### src/hdl/tube_map.svh
// Register offsets, field positions, reset values and fixed levels
`ifndef TUBE_MAP_SVH
`define TUBE_MAP_SVH

// Register byte offsets
`define TM_OFF_CTRL 8'h00
`define TM_OFF_GAIN 8'h04
`define TM_OFF_START 8'h08
`define TM_OFF_AMPL 8'h0c
`define TM_OFF_CUT_SET 8'h10
`define TM_OFF_WHITE_SET 8'h1c
`define TM_OFF_BCL_THR 8'h28
`define TM_OFF_BCL_LIM 8'h2c
`define TM_OFF_MEAS_CUT 8'h30
`define TM_OFF_MEAS_WHITE 8'h3c
`define TM_OFF_CUT_VAL 8'h48
`define TM_OFF_DRIVE_VAL 8'h54
`define TM_OFF_STATUS 8'h60

// Control register bits
`define TM_CTRL_BLACK_DIS 0
`define TM_CTRL_WHITE_DIS 1
`define TM_CTRL_SAT_AVOID 2
`define TM_CTRL_ALT_SENSE 3

// Field positions
`define TM_GAIN_BLACK_LSB 0
`define TM_GAIN_WHITE_LSB 8
`define TM_AMPL_BLACK_LSB 0
`define TM_AMPL_DRIVE_LSB 8
`define TM_AMPL_UPPER_LSB 16
`define TM_BCL_THR_LSB 0
`define TM_BCL_GAIN_LSB 16
`define TM_BCL_TC_LSB 24
`define TM_LIM_CMIN_LSB 0
`define TM_LIM_BMIN_LSB 8
`define TM_LIM_BNOM_LSB 16
`define TM_STAT_OVER 8
`define TM_STAT_MEAS 9
`define TM_STAT_AVG_LSB 16

// Reset values
`define TM_RST_CTRL 32'h0000_0000
`define TM_RST_GAIN 32'h0000_0000
`define TM_RST_START 32'h0000_0010
`define TM_RST_AMPL 32'h01f4_4010
`define TM_RST_BCL_THR 32'h0404_0800
`define TM_RST_BCL_LIM 32'h0080_2040
`define TM_RST_SET 9'h100

// Writable bits per register
`define TM_MASK_CTRL 32'h0000_000f
`define TM_MASK_GAIN 32'h0000_0f0f
`define TM_MASK_START 32'h0000_03ff
`define TM_MASK_AMPL 32'h01ff_ffff
`define TM_MASK_BCL_THR 32'h0f0f_0fff
`define TM_MASK_BCL_LIM 32'h00ff_ffff

// Loop levels: 8 of 511 is the 1.5 percent band
`define TM_HYST 11'sd8
`define TM_DRIVE_MAX 11'sd511
`define TM_DRIVE_LOW 9'd475
`define TM_COLOURS 3

// One-pole average, about 3 kHz at one sample per 25 ns clock
`define TM_AVG_SHIFT 11

`endif

### src/hdl/tube_pkg.sv
// Types shared by the tube measurement and control logic
package tube_pkg;

	typedef logic [2:0][8:0] rgb9_t;
	typedef logic [2:0][7:0] rgb8_t;

	typedef struct packed {
		logic awvalid;
		logic [7:0] awaddr;
		logic wvalid;
		logic [31:0] wdata;
		logic [3:0] wstrb;
		logic bready;
		logic arvalid;
		logic [7:0] araddr;
		logic rready;
	} axi_req_t;

	typedef struct packed {
		logic awready;
		logic wready;
		logic bvalid;
		logic [1:0] bresp;
		logic arready;
		logic rvalid;
		logic [31:0] rdata;
		logic [1:0] rresp;
	} axi_rsp_t;

	typedef enum logic [1:0] {
		PH_PICTURE,
		PH_BLANK,
		PH_CUTOFF,
		PH_WHITE
	} phase_t;

	typedef struct packed {
		rgb9_t cutoff;
		rgb9_t drive;
		logic measure_line;
		logic white_line;
		logic [1:0] line_colour;
		logic [8:0] line_amplitude;
		logic [7:0] contrast;
		logic [7:0] brightness;
	} video_ctrl_t;

	typedef struct packed {
		phase_t phase;
		logic [9:0] line;
		logic [1:0] colour;
		logic [1:0] wcol;
		logic [7:0] sample;
		logic [31:0] ctrl;
		logic [31:0] gain;
		logic [31:0] start;
		logic [31:0] ampl;
		logic [31:0] bcl_thr;
		logic [31:0] bcl_lim;
		rgb9_t cut_set;
		rgb9_t white_set;
		rgb8_t meas_cut;
		rgb8_t meas_white;
		rgb9_t cut_val;
		rgb9_t drive_val;
		logic [7:0] sat_ofs;
		logic overflow;
		logic aw_held;
		logic [7:0] aw_addr;
		logic w_held;
		logic [31:0] w_data;
		logic [3:0] w_strb;
		axi_rsp_t rsp;
		video_ctrl_t vid;
		logic range_switch_one;
		logic range_switch_one_oe;
		logic range_switch_two;
		logic alt_sel;
	} tube_state_t;

	typedef struct packed {
		logic [22:0] avg_acc;
		logic [27:0] lim_acc;
	} limiter_state_t;

	localparam logic [1:0] RESP_OKAY = 2'b00;
	localparam logic [1:0] RESP_SLVERR = 2'b10;

endpackage

### src/hdl/beam_limiter_filter.sv
// Beam current averaging and excess low-pass filter
`timescale 1ns/10ps
`include "tube_map.svh"
module beam_limiter_filter (
	input wire logic core_clk_in,
	input wire logic sys_rst_in,
	input wire logic [11:0] sample_in,
	input wire logic sample_valid_in,
	input wire logic hold_in,
	input wire logic [11:0] threshold_in,
	input wire logic [3:0] gain_in,
	input wire logic [3:0] time_const_in,
	output logic [11:0] average_out,
	output logic [11:0] excess_out
);
	import tube_pkg::*;

	limiter_state_t s;
	limiter_state_t next_s;

	// Average, then filter the part above threshold
	always_comb begin
		logic signed [24:0] d;
		logic signed [28:0] e;
		logic [11:0] avg;
		logic [11:0] over;
		logic [15:0] scaled;
		logic [11:0] target;
		d = '0;
		e = '0;
		next_s = s;
		avg = s.avg_acc[22:11];
		over = (avg > threshold_in) ? avg - threshold_in : 12'h000;
		scaled = 16'(over) * 16'(gain_in);
		target = (|scaled[15:12]) ? 12'hfff : scaled[11:0];
		// Frozen while measurement lines run
		if (sample_valid_in && !hold_in) begin
			d = $signed({2'b00, sample_in, 11'h000})
				- $signed({2'b00, s.avg_acc});
			next_s.avg_acc = 23'(s.avg_acc
				+ 23'(d >>> `TM_AVG_SHIFT));
			e = $signed({1'b0, target, 16'h0000})
				- $signed({1'b0, s.lim_acc});
			next_s.lim_acc = 28'(s.lim_acc
				+ 28'(e >>> time_const_in));
		end
	end

	// State register
	always_ff @(posedge core_clk_in) begin
		if (sys_rst_in) begin
			s <= '0;
		end else begin
			s <= next_s;
		end
	end

	assign average_out = s.avg_acc[22:11];
	assign excess_out = s.lim_acc[27:16];
endmodule

### src/hdl/tube_measure_control_loop.sv
// Tube cutoff and white drive loops, beam limiter, register slave
`timescale 1ns/10ps
`include "tube_map.svh"
module tube_measure_control_loop (
	input wire logic core_clk_in,
	input wire logic sys_rst_in,
	input wire tube_pkg::axi_req_t axi_req_in,
	output tube_pkg::axi_rsp_t axi_rsp_out,
	input wire logic field_start_in,
	input wire logic line_start_in,
	input wire logic active_picture_in,
	input wire logic [11:0] adc_sample_in,
	input wire logic adc_valid_in,
	output tube_pkg::video_ctrl_t video_ctrl_out,
	output logic range_switch_one_out,
	output logic range_switch_one_oe_out,
	output logic range_switch_two_out,
	output logic adc_alt_select_out
);
	import tube_pkg::*;

	tube_state_t s;
	tube_state_t next_s;
	logic [11:0] beam_avg;
	logic [11:0] beam_excess;
	logic lim_hold;
	logic lim_valid;

	// Byte-lane merge of a write
	function automatic logic [31:0] wmerge(input logic [31:0] old,
		input logic [31:0] data, input logic [3:0] strb);
		logic [31:0] r;
		r = old;
		for (int b = 0; b < 4; b++) begin
			if (strb[b]) begin
				r[8*b +: 8] = data[8*b +: 8];
			end
		end
		return r;
	endfunction

	// One loop correction step, signed so overflow stays visible
	function automatic logic signed [10:0] loop_step(input logic [8:0] cur,
		input logic [8:0] ref_val, input logic [7:0] meas,
		input logic [3:0] gain);
		logic signed [10:0] err;
		logic signed [10:0] r;
		err = $signed({2'b00, ref_val}) - $signed({2'b00, meas, 1'b0});
		r = $signed({2'b00, cur});
		if (err > `TM_HYST) begin
			r = r + $signed({7'h00, gain});
		end else if (err < -`TM_HYST) begin
			r = r - $signed({7'h00, gain});
		end
		return r;
	endfunction

	// Limit to the 9-bit converter range
	function automatic logic [8:0] clamp9(input logic signed [10:0] v);
		if (v < 0) begin
			return 9'h000;
		end else if (v > `TM_DRIVE_MAX) begin
			return 9'h1ff;
		end
		return v[8:0];
	endfunction

	// Address decode for reads and write responses: {hit, data}
	function automatic logic [32:0] read_word(input tube_state_t st,
		input logic [7:0] a, input logic [11:0] avg);
		logic [32:0] r;
		r = '0;
		case (a)
			`TM_OFF_CTRL: r = {1'b1, st.ctrl};
			`TM_OFF_GAIN: r = {1'b1, st.gain};
			`TM_OFF_START: r = {1'b1, st.start};
			`TM_OFF_AMPL: r = {1'b1, st.ampl};
			`TM_OFF_BCL_THR: r = {1'b1, st.bcl_thr};
			`TM_OFF_BCL_LIM: r = {1'b1, st.bcl_lim};
			`TM_OFF_STATUS: begin
				r[32] = 1'b1;
				r[7:0] = st.sat_ofs;
				r[`TM_STAT_OVER] = st.overflow;
				r[`TM_STAT_MEAS] = st.vid.measure_line;
				r[`TM_STAT_AVG_LSB +: 12] = avg;
			end
			default: r = '0;
		endcase
		for (int k = 0; k < `TM_COLOURS; k++) begin
			if (a == `TM_OFF_CUT_SET + 8'(4 * k)) begin
				r = {1'b1, 23'h0, st.cut_set[k]};
			end
			if (a == `TM_OFF_WHITE_SET + 8'(4 * k)) begin
				r = {1'b1, 23'h0, st.white_set[k]};
			end
			if (a == `TM_OFF_MEAS_CUT + 8'(4 * k)) begin
				r = {1'b1, 24'h0, st.meas_cut[k]};
			end
			if (a == `TM_OFF_MEAS_WHITE + 8'(4 * k)) begin
				r = {1'b1, 24'h0, st.meas_white[k]};
			end
			if (a == `TM_OFF_CUT_VAL + 8'(4 * k)) begin
				r = {1'b1, 23'h0, st.cut_val[k]};
			end
			if (a == `TM_OFF_DRIVE_VAL + 8'(4 * k)) begin
				r = {1'b1, 23'h0, st.drive_val[k]};
			end
		end
		return r;
	endfunction

	// Limiter runs on picture samples and stops during measurement
	assign lim_hold = (s.phase == PH_CUTOFF) || (s.phase == PH_WHITE);
	assign lim_valid = adc_valid_in && (s.phase == PH_PICTURE);

	beam_limiter_filter limiter (
		.core_clk_in(core_clk_in),
		.sys_rst_in(sys_rst_in),
		.sample_in(adc_sample_in),
		.sample_valid_in(lim_valid),
		.hold_in(lim_hold),
		.threshold_in(s.bcl_thr[`TM_BCL_THR_LSB +: 12]),
		.gain_in(s.bcl_thr[`TM_BCL_GAIN_LSB +: 4]),
		.time_const_in(s.bcl_thr[`TM_BCL_TC_LSB +: 4]),
		.average_out(beam_avg),
		.excess_out(beam_excess)
	);

	// Next-state logic for bus, sequencer, loops and outputs
	always_comb begin
		logic [32:0] rd;
		logic [31:0] wtmp;
		logic [3:0] bgain;
		logic [3:0] wgain;
		logic bdis;
		logic wdis;
		logic signed [10:0] raw;
		logic any_hi;
		logic any_lo;
		logic [9:0] amp;
		logic [8:0] head;
		logic [8:0] deficit;
		logic [8:0] bnom;
		logic [8:0] bmin;
		logic [8:0] cmin;
		rd = '0;
		wtmp = '0;
		raw = '0;
		any_hi = 1'b0;
		any_lo = 1'b0;
		amp = '0;
		deficit = '0;
		next_s = s;
		bgain = s.gain[`TM_GAIN_BLACK_LSB +: 4];
		wgain = s.gain[`TM_GAIN_WHITE_LSB +: 4];
		bdis = s.ctrl[`TM_CTRL_BLACK_DIS];
		wdis = s.ctrl[`TM_CTRL_WHITE_DIS];

		// Bus: address and data accepted in either order
		next_s.rsp.bvalid = s.rsp.bvalid && !axi_req_in.bready;
		next_s.rsp.rvalid = s.rsp.rvalid && !axi_req_in.rready;
		if (axi_req_in.awvalid && s.rsp.awready) begin
			next_s.aw_held = 1'b1;
			next_s.aw_addr = {axi_req_in.awaddr[7:2], 2'b00};
		end
		if (axi_req_in.wvalid && s.rsp.wready) begin
			next_s.w_held = 1'b1;
			next_s.w_data = axi_req_in.wdata;
			next_s.w_strb = axi_req_in.wstrb;
		end
		if (s.aw_held && s.w_held) begin
			rd = read_word(s, s.aw_addr, beam_avg);
			next_s.aw_held = 1'b0;
			next_s.w_held = 1'b0;
			next_s.rsp.bvalid = 1'b1;
			next_s.rsp.bresp = rd[32] ? RESP_OKAY : RESP_SLVERR;
			case (s.aw_addr)
				`TM_OFF_CTRL: next_s.ctrl = wmerge(s.ctrl, s.w_data,
					s.w_strb) & `TM_MASK_CTRL;
				`TM_OFF_GAIN: next_s.gain = wmerge(s.gain, s.w_data,
					s.w_strb) & `TM_MASK_GAIN;
				`TM_OFF_START: next_s.start = wmerge(s.start, s.w_data,
					s.w_strb) & `TM_MASK_START;
				`TM_OFF_AMPL: next_s.ampl = wmerge(s.ampl, s.w_data,
					s.w_strb) & `TM_MASK_AMPL;
				`TM_OFF_BCL_THR: next_s.bcl_thr = wmerge(s.bcl_thr,
					s.w_data, s.w_strb) & `TM_MASK_BCL_THR;
				`TM_OFF_BCL_LIM: next_s.bcl_lim = wmerge(s.bcl_lim,
					s.w_data, s.w_strb) & `TM_MASK_BCL_LIM;
				default: ;
			endcase
			for (int k = 0; k < `TM_COLOURS; k++) begin
				if (s.aw_addr == `TM_OFF_CUT_SET + 8'(4 * k)) begin
					wtmp = wmerge({23'h0, s.cut_set[k]}, s.w_data, s.w_strb);
					next_s.cut_set[k] = wtmp[8:0];
				end
				if (s.aw_addr == `TM_OFF_WHITE_SET + 8'(4 * k)) begin
					wtmp = wmerge({23'h0, s.white_set[k]}, s.w_data,
						s.w_strb);
					next_s.white_set[k] = wtmp[8:0];
				end
			end
		end
		next_s.rsp.awready = !next_s.aw_held && !next_s.rsp.bvalid;
		next_s.rsp.wready = !next_s.w_held && !next_s.rsp.bvalid;
		if (axi_req_in.arvalid && s.rsp.arready) begin
			rd = read_word(s, {axi_req_in.araddr[7:2], 2'b00}, beam_avg);
			next_s.rsp.rvalid = 1'b1;
			next_s.rsp.rdata = rd[31:0];
			next_s.rsp.rresp = rd[32] ? RESP_OKAY : RESP_SLVERR;
		end
		next_s.rsp.arready = !next_s.rsp.rvalid;

		// User mode: settings drive the converters directly
		if (bgain == 4'h0) begin
			next_s.cut_val = s.cut_set;
		end
		if (wgain == 4'h0) begin
			next_s.drive_val = s.white_set;
		end

		// Line count and 8-bit measurement sample
		if (line_start_in) begin
			next_s.line = s.line + 10'h001;
		end
		if (adc_valid_in && lim_hold) begin
			next_s.sample = adc_sample_in[11:4];
		end

		// Measurement sequencer in vertical blanking
		case (s.phase)
			PH_PICTURE: begin
				if (!active_picture_in) begin
					next_s.phase = PH_BLANK;
				end
			end
			PH_BLANK: begin
				if (line_start_in && next_s.line == s.start[9:0]) begin
					next_s.colour = 2'd0;
					if (!bdis) begin
						next_s.phase = PH_CUTOFF;
					end else if (!wdis) begin
						next_s.phase = PH_WHITE;
					end
				end else if (active_picture_in) begin
					next_s.phase = PH_PICTURE;
				end
			end
			PH_CUTOFF: begin
				if (line_start_in) begin
					next_s.meas_cut[s.colour] = s.sample;
					if (bgain != 4'h0 && !bdis) begin
						raw = loop_step(s.cut_val[s.colour],
							s.cut_set[s.colour], s.sample, bgain);
						next_s.cut_val[s.colour] = clamp9(raw);
					end
					if (s.colour == 2'd2) begin
						next_s.colour = 2'd0;
						next_s.phase = wdis ? PH_BLANK : PH_WHITE;
					end else begin
						next_s.colour = s.colour + 2'd1;
					end
				end
			end
			PH_WHITE: begin
				if (line_start_in) begin
					next_s.meas_white[s.wcol] = s.sample;
					if (wgain != 4'h0 && !wdis) begin
						raw = loop_step(s.drive_val[s.wcol],
							s.white_set[s.wcol], s.sample, wgain);
						next_s.drive_val[s.wcol] = clamp9(raw);
						next_s.overflow = raw > `TM_DRIVE_MAX;
					end
					for (int k = 0; k < `TM_COLOURS; k++) begin
						if (next_s.drive_val[k]
							> s.ampl[`TM_AMPL_UPPER_LSB +: 9]) begin
							any_hi = 1'b1;
						end
						if (next_s.drive_val[k] < `TM_DRIVE_LOW) begin
							any_lo = 1'b1;
						end
					end
					// Saturation avoidance steps the white line offset
					if (s.ctrl[`TM_CTRL_SAT_AVOID]) begin
						if (any_hi && s.sat_ofs != 8'hff) begin
							next_s.sat_ofs = s.sat_ofs + 8'h01;
						end else if (any_lo && s.sat_ofs != 8'h00) begin
							next_s.sat_ofs = s.sat_ofs - 8'h01;
						end
					end
					next_s.wcol = (s.wcol == 2'd2) ? 2'd0
						: s.wcol + 2'd1;
					next_s.phase = PH_BLANK;
				end
			end
			default: next_s.phase = PH_BLANK;
		endcase
		if (field_start_in) begin
			next_s.line = 10'h000;
			next_s.colour = 2'd0;
			next_s.phase = PH_BLANK;
		end

		// Measurement line drive level
		if (next_s.phase == PH_WHITE) begin
			amp = 10'(s.ampl[`TM_AMPL_BLACK_LSB +: 8])
				+ 10'(s.ampl[`TM_AMPL_DRIVE_LSB +: 8])
				+ 10'(next_s.sat_ofs);
		end else if (next_s.phase == PH_CUTOFF) begin
			amp = 10'(s.ampl[`TM_AMPL_BLACK_LSB +: 8]);
		end
		next_s.vid.line_amplitude = amp[9] ? 9'h1ff : amp[8:0];
		next_s.vid.measure_line = (next_s.phase == PH_CUTOFF)
			|| (next_s.phase == PH_WHITE);
		next_s.vid.white_line = next_s.phase == PH_WHITE;
		next_s.vid.line_colour = (next_s.phase == PH_WHITE) ? next_s.wcol
			: next_s.colour;
		next_s.vid.cutoff = next_s.cut_val;
		next_s.vid.drive = next_s.drive_val;

		// Limiter: contrast down to its floor, then brightness
		cmin = {1'b0, s.bcl_lim[`TM_LIM_CMIN_LSB +: 8]};
		bmin = {1'b0, s.bcl_lim[`TM_LIM_BMIN_LSB +: 8]};
		bnom = {1'b0, s.bcl_lim[`TM_LIM_BNOM_LSB +: 8]};
		head = 9'h0ff - {1'b0, beam_excess[11:4]};
		if (head >= cmin) begin
			next_s.vid.contrast = head[7:0];
			next_s.vid.brightness = bnom[7:0];
		end else begin
			deficit = cmin - head;
			next_s.vid.contrast = cmin[7:0];
			next_s.vid.brightness = (bnom > 9'(bmin + deficit))
				? 8'(bnom - deficit) : bmin[7:0];
		end

		// Range switches and sense selection
		next_s.range_switch_one_oe = !s.ctrl[`TM_CTRL_ALT_SENSE];
		next_s.alt_sel = s.ctrl[`TM_CTRL_ALT_SENSE]
			&& next_s.phase == PH_PICTURE;
		next_s.range_switch_one = next_s.phase == PH_PICTURE;
		next_s.range_switch_two = (next_s.phase == PH_PICTURE)
			|| (next_s.phase == PH_WHITE);
	end

	// State register with synchronous reset
	always_ff @(posedge core_clk_in) begin
		if (sys_rst_in) begin
			s <= '0;
			s.phase <= PH_BLANK;
			s.ctrl <= `TM_RST_CTRL;
			s.gain <= `TM_RST_GAIN;
			s.start <= `TM_RST_START;
			s.ampl <= `TM_RST_AMPL;
			s.bcl_thr <= `TM_RST_BCL_THR;
			s.bcl_lim <= `TM_RST_BCL_LIM;
			s.cut_set <= {3{`TM_RST_SET}};
			s.white_set <= {3{`TM_RST_SET}};
			s.range_switch_one_oe <= 1'b1;
		end else begin
			s <= next_s;
		end
	end

	// Outputs straight from the state register
	assign axi_rsp_out = s.rsp;
	assign video_ctrl_out = s.vid;
	assign range_switch_one_out = s.range_switch_one;
	assign range_switch_one_oe_out = s.range_switch_one_oe;
	assign range_switch_two_out = s.range_switch_two;
	assign adc_alt_select_out = s.alt_sel;
endmodule

### config.mk
export PLATFORM = sky130hd
export DESIGN_NAME = tube_measure_control_loop
export DESIGN_NICKNAME = d
export VERILOG_FILES = /design/src/hdl/tube_pkg.sv /design/src/hdl/beam_limiter_filter.sv /design/src/hdl/tube_measure_control_loop.sv
export VERILOG_INCLUDE_DIRS = /design/src /design/src/hdl
export SDC_FILE = /design/constraint.sdc
export NUM_CORES = 2
export LEC_CHECK = 0
export ABC_AREA = 1
export BUFFER_PORTS_ARGS = -buffer_cell sky130_fd_sc_hd__buf_2
export CAP_MARGIN = 20
export CORE_ASPECT_RATIO = 1.1
export CORE_MARGIN = 1
export CORE_UTILIZATION = 40
export CTS_BUF_LIST = sky130_fd_sc_hd__clkbuf_4
export DETAILED_ROUTE_END_ITERATION = 8
export PLACE_DENSITY = 0.57
export SYNTH_ARGS = -nofsm -noshare
export SYNTH_HDL_FRONTEND = slang
export SYNTH_SLANG_ARGS = --single-unit
### constraint.sdc
create_clock -name core_clk_in -period 9.02 [get_ports core_clk_in]
set_clock_uncertainty 0.1 [all_clocks]
set_input_delay 0.451 -clock core_clk_in [delete_from_list [all_inputs] [get_ports core_clk_in]]
set_output_delay 0.451 -clock core_clk_in [all_outputs]
set_load 0.01 [all_outputs]
Yosys cells after proc, flatten, opt, wreduce, memory -nomap -nowiden

Index checks and enable logic that the tools add are counted.

Bits in registers: 449
Output and inout port bits: 128
Input port bits: 75
Word-level logic and storage cells: 407

Equal/unequal tests: 57
Muxes and demuxes: 157
Reduce and logical (&&, ||, !) cells: 76
Add/subtract/negate cells: 22
Shift-type cells: 1
Multipliers: 1
Magnitude comparators: 21

Operators with widths:

| kind                 | count |
|---|---|
| $mux W33             | 38 |
| $mux W27             | 8 |
| $mux W9              | 20 |
| $pmux W10 S7         | 2 |
| $mux W11             | 10 |
| $eq A6 B5 Y1 const B | 18 |
| $eq A6 B4 Y1 const B | 16 |
| $pmux W12 S4         | 2 |
| $reduce_and A3 Y1    | 29 |
| $bmux W9 S2          | 4 |
| $mux W36             | 2 |
| $mux W8              | 7 |
| $bwmux W27           | 2 |
| $bwmux W24           | 2 |
| $eq A6 B3 Y1 const B | 8 |
| $pmux W6 S4          | 2 |
| $mux W37             | 1 |
| $demux W9 S2         | 2 |
| $mux W2              | 18 |
| $mux W35             | 1 |
| $demux W8 S2         | 2 |
| $sshr A29 B4 Y28     | 1 |
| $sub A28 B28 Y29     | 1 |
| $add A28 B28 Y28     | 1 |
| other kinds (55)     | 138 |

Logic depth before layout (Yosys ltp)

Depth in word-level cells: 38
Gate-level depth with buffers: 69
Mapped depth without buffers: 67

Cells and area by module

A second synthesis with hierarchy kept.

Cell total of the unflattened synthesis: 4955
Area, all modules: 33108.0 um^2

Modules (own cells, without submodules):

| module                    | cells an instance | instances | sequential area each (um^2) | area an instance (um^2) |
|---|---|---|---|---|
| tube_measure_control_loop | 3396              | 1         | 7767.4                      | 23511.3 |
| beam_limiter_filter       | 1559              | 1         | 1021.0                      | 9596.7 |

Worst setup path after synthesis

No wires, ideal clock.

Path type: reg2reg
Start: reg limiter.s, in the netlist limiter.average_out[0]
End: reg limiter.s, in the netlist limiter.excess_out[9]
Path buffers: 2
Setup time: 58 ps
Slack: -727 ps
Data required time: 8862 ps
Cell stages (with the launch flop): 60
Clock period less this slack: 9747 ps
Arrival time: 9590 ps
Path through: dfxtp_1 > inv_1 > ha_1 > fa_1 > o21ai_0 > a21oi_1 > nor2_1 > o21ai_0 > nand2_1 > a21oi_1 > o21bai_1 > nand2_1 > clkbuf_1 > nor3_1 > nand2_1 > fa_1 > fa_1 > fa_1 > (+24 left out) > nand2_1 > nand2_1 > nand3_1 > o211ai_1 > o21ai_0 > ha_1 > a21oi_1 > a21boi_0 > o21ba_2 > o21ai_0 > a21oi_1 > inv_1 > a21oi_1 > o21ai_0 > or2_2 > nand3_1 > o211ai_1 > inv_1

Word-level cells in the longest chain between the ends: 8
Elaborated cells on any way between the ends: 9
Those cells by class: add/sub (3); mul (1); order compare (1); shift (1); mux (2); reduce/logical (1)

Ends and longest elaborated chain:

| item                                               | line                      | source |
|---|---|---|
| start: declaration                                 | beam_limiter_filter.sv:18 | `limiter_state_t s;` |
| start signal: assignment                           | beam_limiter_filter.sv:54 | `s <= next_s;` |
| $sub A12 B12 Y12 or $gt A12 B12 Y1 (tied branches) | beam_limiter_filter.sv:33 | `over = (avg > threshold_in) ? avg - threshold_in : 12'h000;` |
| $mux W12 (*)                                       | beam_limiter_filter.sv:33 |  |
| $mul A12 B4 Y16 (*)                                | beam_limiter_filter.sv:34 | `scaled = 16'(over) * 16'(gain_in);` |
| $reduce_or A4 Y1                                   | beam_limiter_filter.sv:35 | `target = (\|scaled[15:12]) ? 12'hfff : scaled[11:0];` |
| $mux W12 (*)                                       | beam_limiter_filter.sv:35 |  |
| $sub A28 B28 Y29 (*)                               | beam_limiter_filter.sv:43 | `- $signed({1'b0, s.lim_acc});` |
| $sshr A29 B4 Y28 (*)                               | beam_limiter_filter.sv:45 | `+ 28'(e >>> time_const_in));` |
| $add A28 B28 Y28 (*)                               | beam_limiter_filter.sv:45 |  |

Every way passes the cells marked *; elsewhere a longest branch is shown, timed or not.
A chain may end at the register's enable or synchronous reset.

Worst setup path in the final report

Ends and elaborated chain as after synthesis.

==> run_results.csv <==
group,metric,value,unit
route,routed_wl,124600,um
finish,fin_nets,5497,
power,powerDensity,148.2,nW/um^2
logic_synthesis,syn_area_per_cell,6.682,sq um
finish,layout-drive-gt1-share,18.23,%
logic_synthesis,muxShareOfSynthArea,0.5042,%
min_path,holdPathEnd,"axi_rsp_out[2]$_SDFFE_PP0P_",
critical_path,critical_path.most_common_cell,"a21oi_2",
logic_synthesis,synth-xor-area-share,3.773,%
clock_network,clk_pin_slew,0.07,ns
floorplan,start_util,40.32,%
grt,first_global_vias,31990,
sta,hold_viol,0,
sta,setup_slack,-0.4000,ns
critical_path,slowest_delay,0.56,ns
sta,fmax,0.1062,GHz
grt,grt_usage,30.23,%
sta,slew_viol_final,0,
floorplan,io_pins,203,
route,final_antenna_net_count,0,
clock_network,cts-root-buf,"clkbuf_4",
grt,grt_overflow,0,
logic_synthesis,async_flop_share,0,%
logic_synthesis,ys_types,61,
critical_path,reg2reg_from,"limiter.average_out[0]$_SDFFE_PP0P_",
finish,final_cell_mix,"nand2_1 (753), inv_1 (622), o21ai_0 (493), nor2_1 (461), a21oi_1 (453)",
floorplan,die-area,80550,sq um
critical_path,crit_path_end_kind,"register",
route,via_count,33630,
sta,setup_violations,14,
finish,syn2layout_area_growth,20.44,%
logic_synthesis,postSynthCellCount,4754,
min_path,hold_start,"axi_req_in[8]",
grt,grt_max_degree,140,
placed_design,dp_cells,5934,
logic_synthesis,synth-edff-count,0,
floorplan,die_h,297.6,um
floorplan,die_width,270.7,um
finish,design_area,38260,sq um
logic_synthesis,ys_warn_count,0,
placed_design,postPlaceCellArea,34290,sq um
logic_synthesis,synth_seq_cells,439,
route,drtIter0Drc,3022,
run_status,status,"finished, violations left",
critical_path,cp-start-kind,"register",
sta,rsz0062_at_grt,"true",
min_path,whs_path_depth,6,
sta,layout_min_cycle_time,9.420,ns
placed_design,gp_congestion,0.9806,
grt,antenna_found_initial,3,
sta,timing.setup.tns,-2.805,ns
critical_path,arrival,10.20,ns
critical_path,path_class,"reg -> reg",
sta,relSlewSlack,19.49,%
placed_design,dp_slack,-0.7428,ns
clock_network,worstSkewPairLatency,1.04,ns
logic_synthesis,yosys.area_share.simple,21.56,%
power,peakVddDrop,0.1702,mV
logic_synthesis,netlist_area,31770,sq um
logic_synthesis,synth-seq-area-share,27.67,%
finish,final_common_cell,"nand2_1",
logic_synthesis,synth_compound_area_share,22.50,%
clock_network,clkSinkCount,439,
critical_path,worst_path_max_delay_cell,"fa_1",
clock_network,htreeDepth,4,
critical_path,crit_fanout,6,
route,dr.pass1.iters,6,
floorplan,rows,108,
flow_run,drv_cap,0,
clock_network,cts_tree,"yes",
critical_path,reg2regPathDepth,60,
logic_synthesis,synth_ff_type,"dfxtp_1",
critical_path,required,9.80,ns
placed_design,dp_hpwl,95460,um
placed_design,io_buffers,188,
route,via_per_inst,5.345,
logic_synthesis,synth_top_family_by_area,"compound AO/OA/AOI/OAI gates",
finish,stdcell_count,6292,
clock_network,clock_path_buffers,3,
logic_synthesis,synth_adder_area_share,11.17,%
route,wl_per_cell,19.81,um
finish,nFillCells,8246,
clock_network,numCtsBuffers,130,
critical_path,reg2reg_to,"limiter.excess_out[9]$_SDFFE_PP0P_",
min_path,hold_class,"in -> reg",
critical_path,r2r_slack,-0.40,ns
route,drc,0,
floorplan,core_area,78780,sq um
grt,grt_pass1_wl,187400,um
power,p_leak,18.40,nW
power,p_total,0.005672,W
sta,worstMarginPinSlew,1.206,ns
sta,timing.final.crit_share,104.4,%
run_status,failed_checks,"setup timing",
[per-stage QoR]
stage,utilization (%),hold slack [ns]
floorplan,-,0.2866
global placement,43.53,0.3303
detailed placement,43.53,0.3426
CTS,47.55,0.01001
global route,48.57,0.1083
finish,48.57,0.1050
[cell usage after synthesis, types with 7 or more instances]
cell type | number | share of area, %
a211oi_1 | 15 | 0.35
a21o_1 | 13 | 0.31
a21oi_1 | 486 | 7.7
a221oi_1 | 11 | 0.30
a22oi_1 | 17 | 0.40
a31oi_1 | 19 | 0.37
buf_1 | 10 | 0.12
buf_4 | 127 | 3.0
clkbuf_1 | 154 | 1.8
clkinv_1 | 16 | 0.19
dfxtp_1 | 439 | 28
fa_1 | 41 | 2.6
ha_1 | 218 | 8.6
inv_1 | 634 | 7.5
inv_2 | 11 | 0.13
mux2i_1 | 16 | 0.50
nand2_1 | 796 | 9.4
nand2_2 | 10 | 0.20
nand3_1 | 205 | 3.2
nand3b_1 | 7 | 0.17
nand4_1 | 41 | 0.81
nor2_1 | 475 | 5.6
nor3_1 | 44 | 0.69
nor4_1 | 16 | 0.32
o2111ai_1 | 7 | 0.19
o211ai_1 | 76 | 1.8
o21ai_0 | 547 | 8.6
o21ai_1 | 25 | 0.39
o21bai_1 | 16 | 0.38
o221ai_1 | 15 | 0.41
o22ai_1 | 29 | 0.57
o31ai_1 | 7 | 0.17
or2_2 | 33 | 0.65
xnor2_1 | 43 | 1.2
xor2_1 | 92 | 2.5
[worst max-delay path: cells and delay by family, from the launching register on]
family,cells,cell delay [ns]
buf+inv,8,0.72
compound gates,26,3.46
xor+xnor,1,0.15
fa+ha+maj,7,2.51
flops,1,0.33
simple gates,18,2.02
[registers in the layout, indices dropped and copies added, names as in the netlist]
signal / flops
s: 266
video_ctrl_out: 83
axi_rsp_out: 35
limiter.s: 27
limiter.average_out: 12
limiter.excess_out: 12
adc_alt_select_out: 1
range_switch_one_oe_out: 1
range_switch_one_out: 1
range_switch_two_out: 1
[worst max-delay path by stage]
stage / endpoint / cells past startpoint / startpoint / slack (ns)
final: limiter.excess_out[9]$_SDFFE_PP0P_ / 60 / limiter.average_out[0]$_SDFFE_PP0P_ / -0.40
after global routing: limiter.excess_out[9]$_SDFFE_PP0P_ / 63 / s[376]$_SDFFE_PP0P_ / -1.02
after CTS: limiter.excess_out[10]$_SDFFE_PP0P_ / 64 / limiter.average_out[0]$_SDFFE_PP0P_ / -0.31
after detailed placement: limiter.excess_out[10]$_SDFFE_PP0P_ / 61 / limiter.average_out[0]$_SDFFE_PP0P_ / -0.74
after global placement: limiter.excess_out[10]$_SDFFE_PP0P_ / 61 / limiter.average_out[0]$_SDFFE_PP0P_ / -0.62
after floorplan: limiter.excess_out[9]$_SDFFE_PP0P_ / 61 / limiter.average_out[0]$_SDFFE_PP0P_ / 0.02
[metal layers]
layer	vias to the layer above	routed length (um)	track usage, %
met5	-	0	0
met4	0	5972	14.33
met3	283	8525	5.304
met2	1225	59460	51.90
met1	15590	50670	36.40
li1	16530	-	-
[cell type report]
type	instances	area, sq um	share of cell area [%]
diodes	4	10.01	0.02616
clock buffers	177	1329	3.473
clock inverters	35	186.4	0.4873
inverters	661	2495	6.521
multi-input cells	3365	20100	52.54
flip-flops and latches	439	8791	22.98
well taps	1045	1308	3.417
repair buffers	566	4039	10.56
[power breakdown]
group / switching (W) / internal, W
clock: 0.000929 / 0.000933
sequential: 0.0000708 / 0.00198
combinational: 0.000976 / 0.000784
[repair_timing]
item                                   4_1_cts  5_1_grt
cloned                                       1        0
gates resized for setup                    164      139
hold buffers                                80        0
endpoints found under the hold margin      126        0
setup buffers                               33       32
pin swaps                                   69       87
setup endpoints to repair                   17       31
[cells by family (layout without fill, tap and decap cells)]
logic type	count (synthesis)	after routing
multiplexers	16	16
adder cells (fa/ha/maj)	259	259
XOR/XNOR	136	136
flip-flops	439	439
other	1	10
buffers and inverters	955	1439
AO/OA/AOI/OAI	1303	1303
AND/OR/NAND/NOR	1645	1645
(Power assumes the default switching activity.)
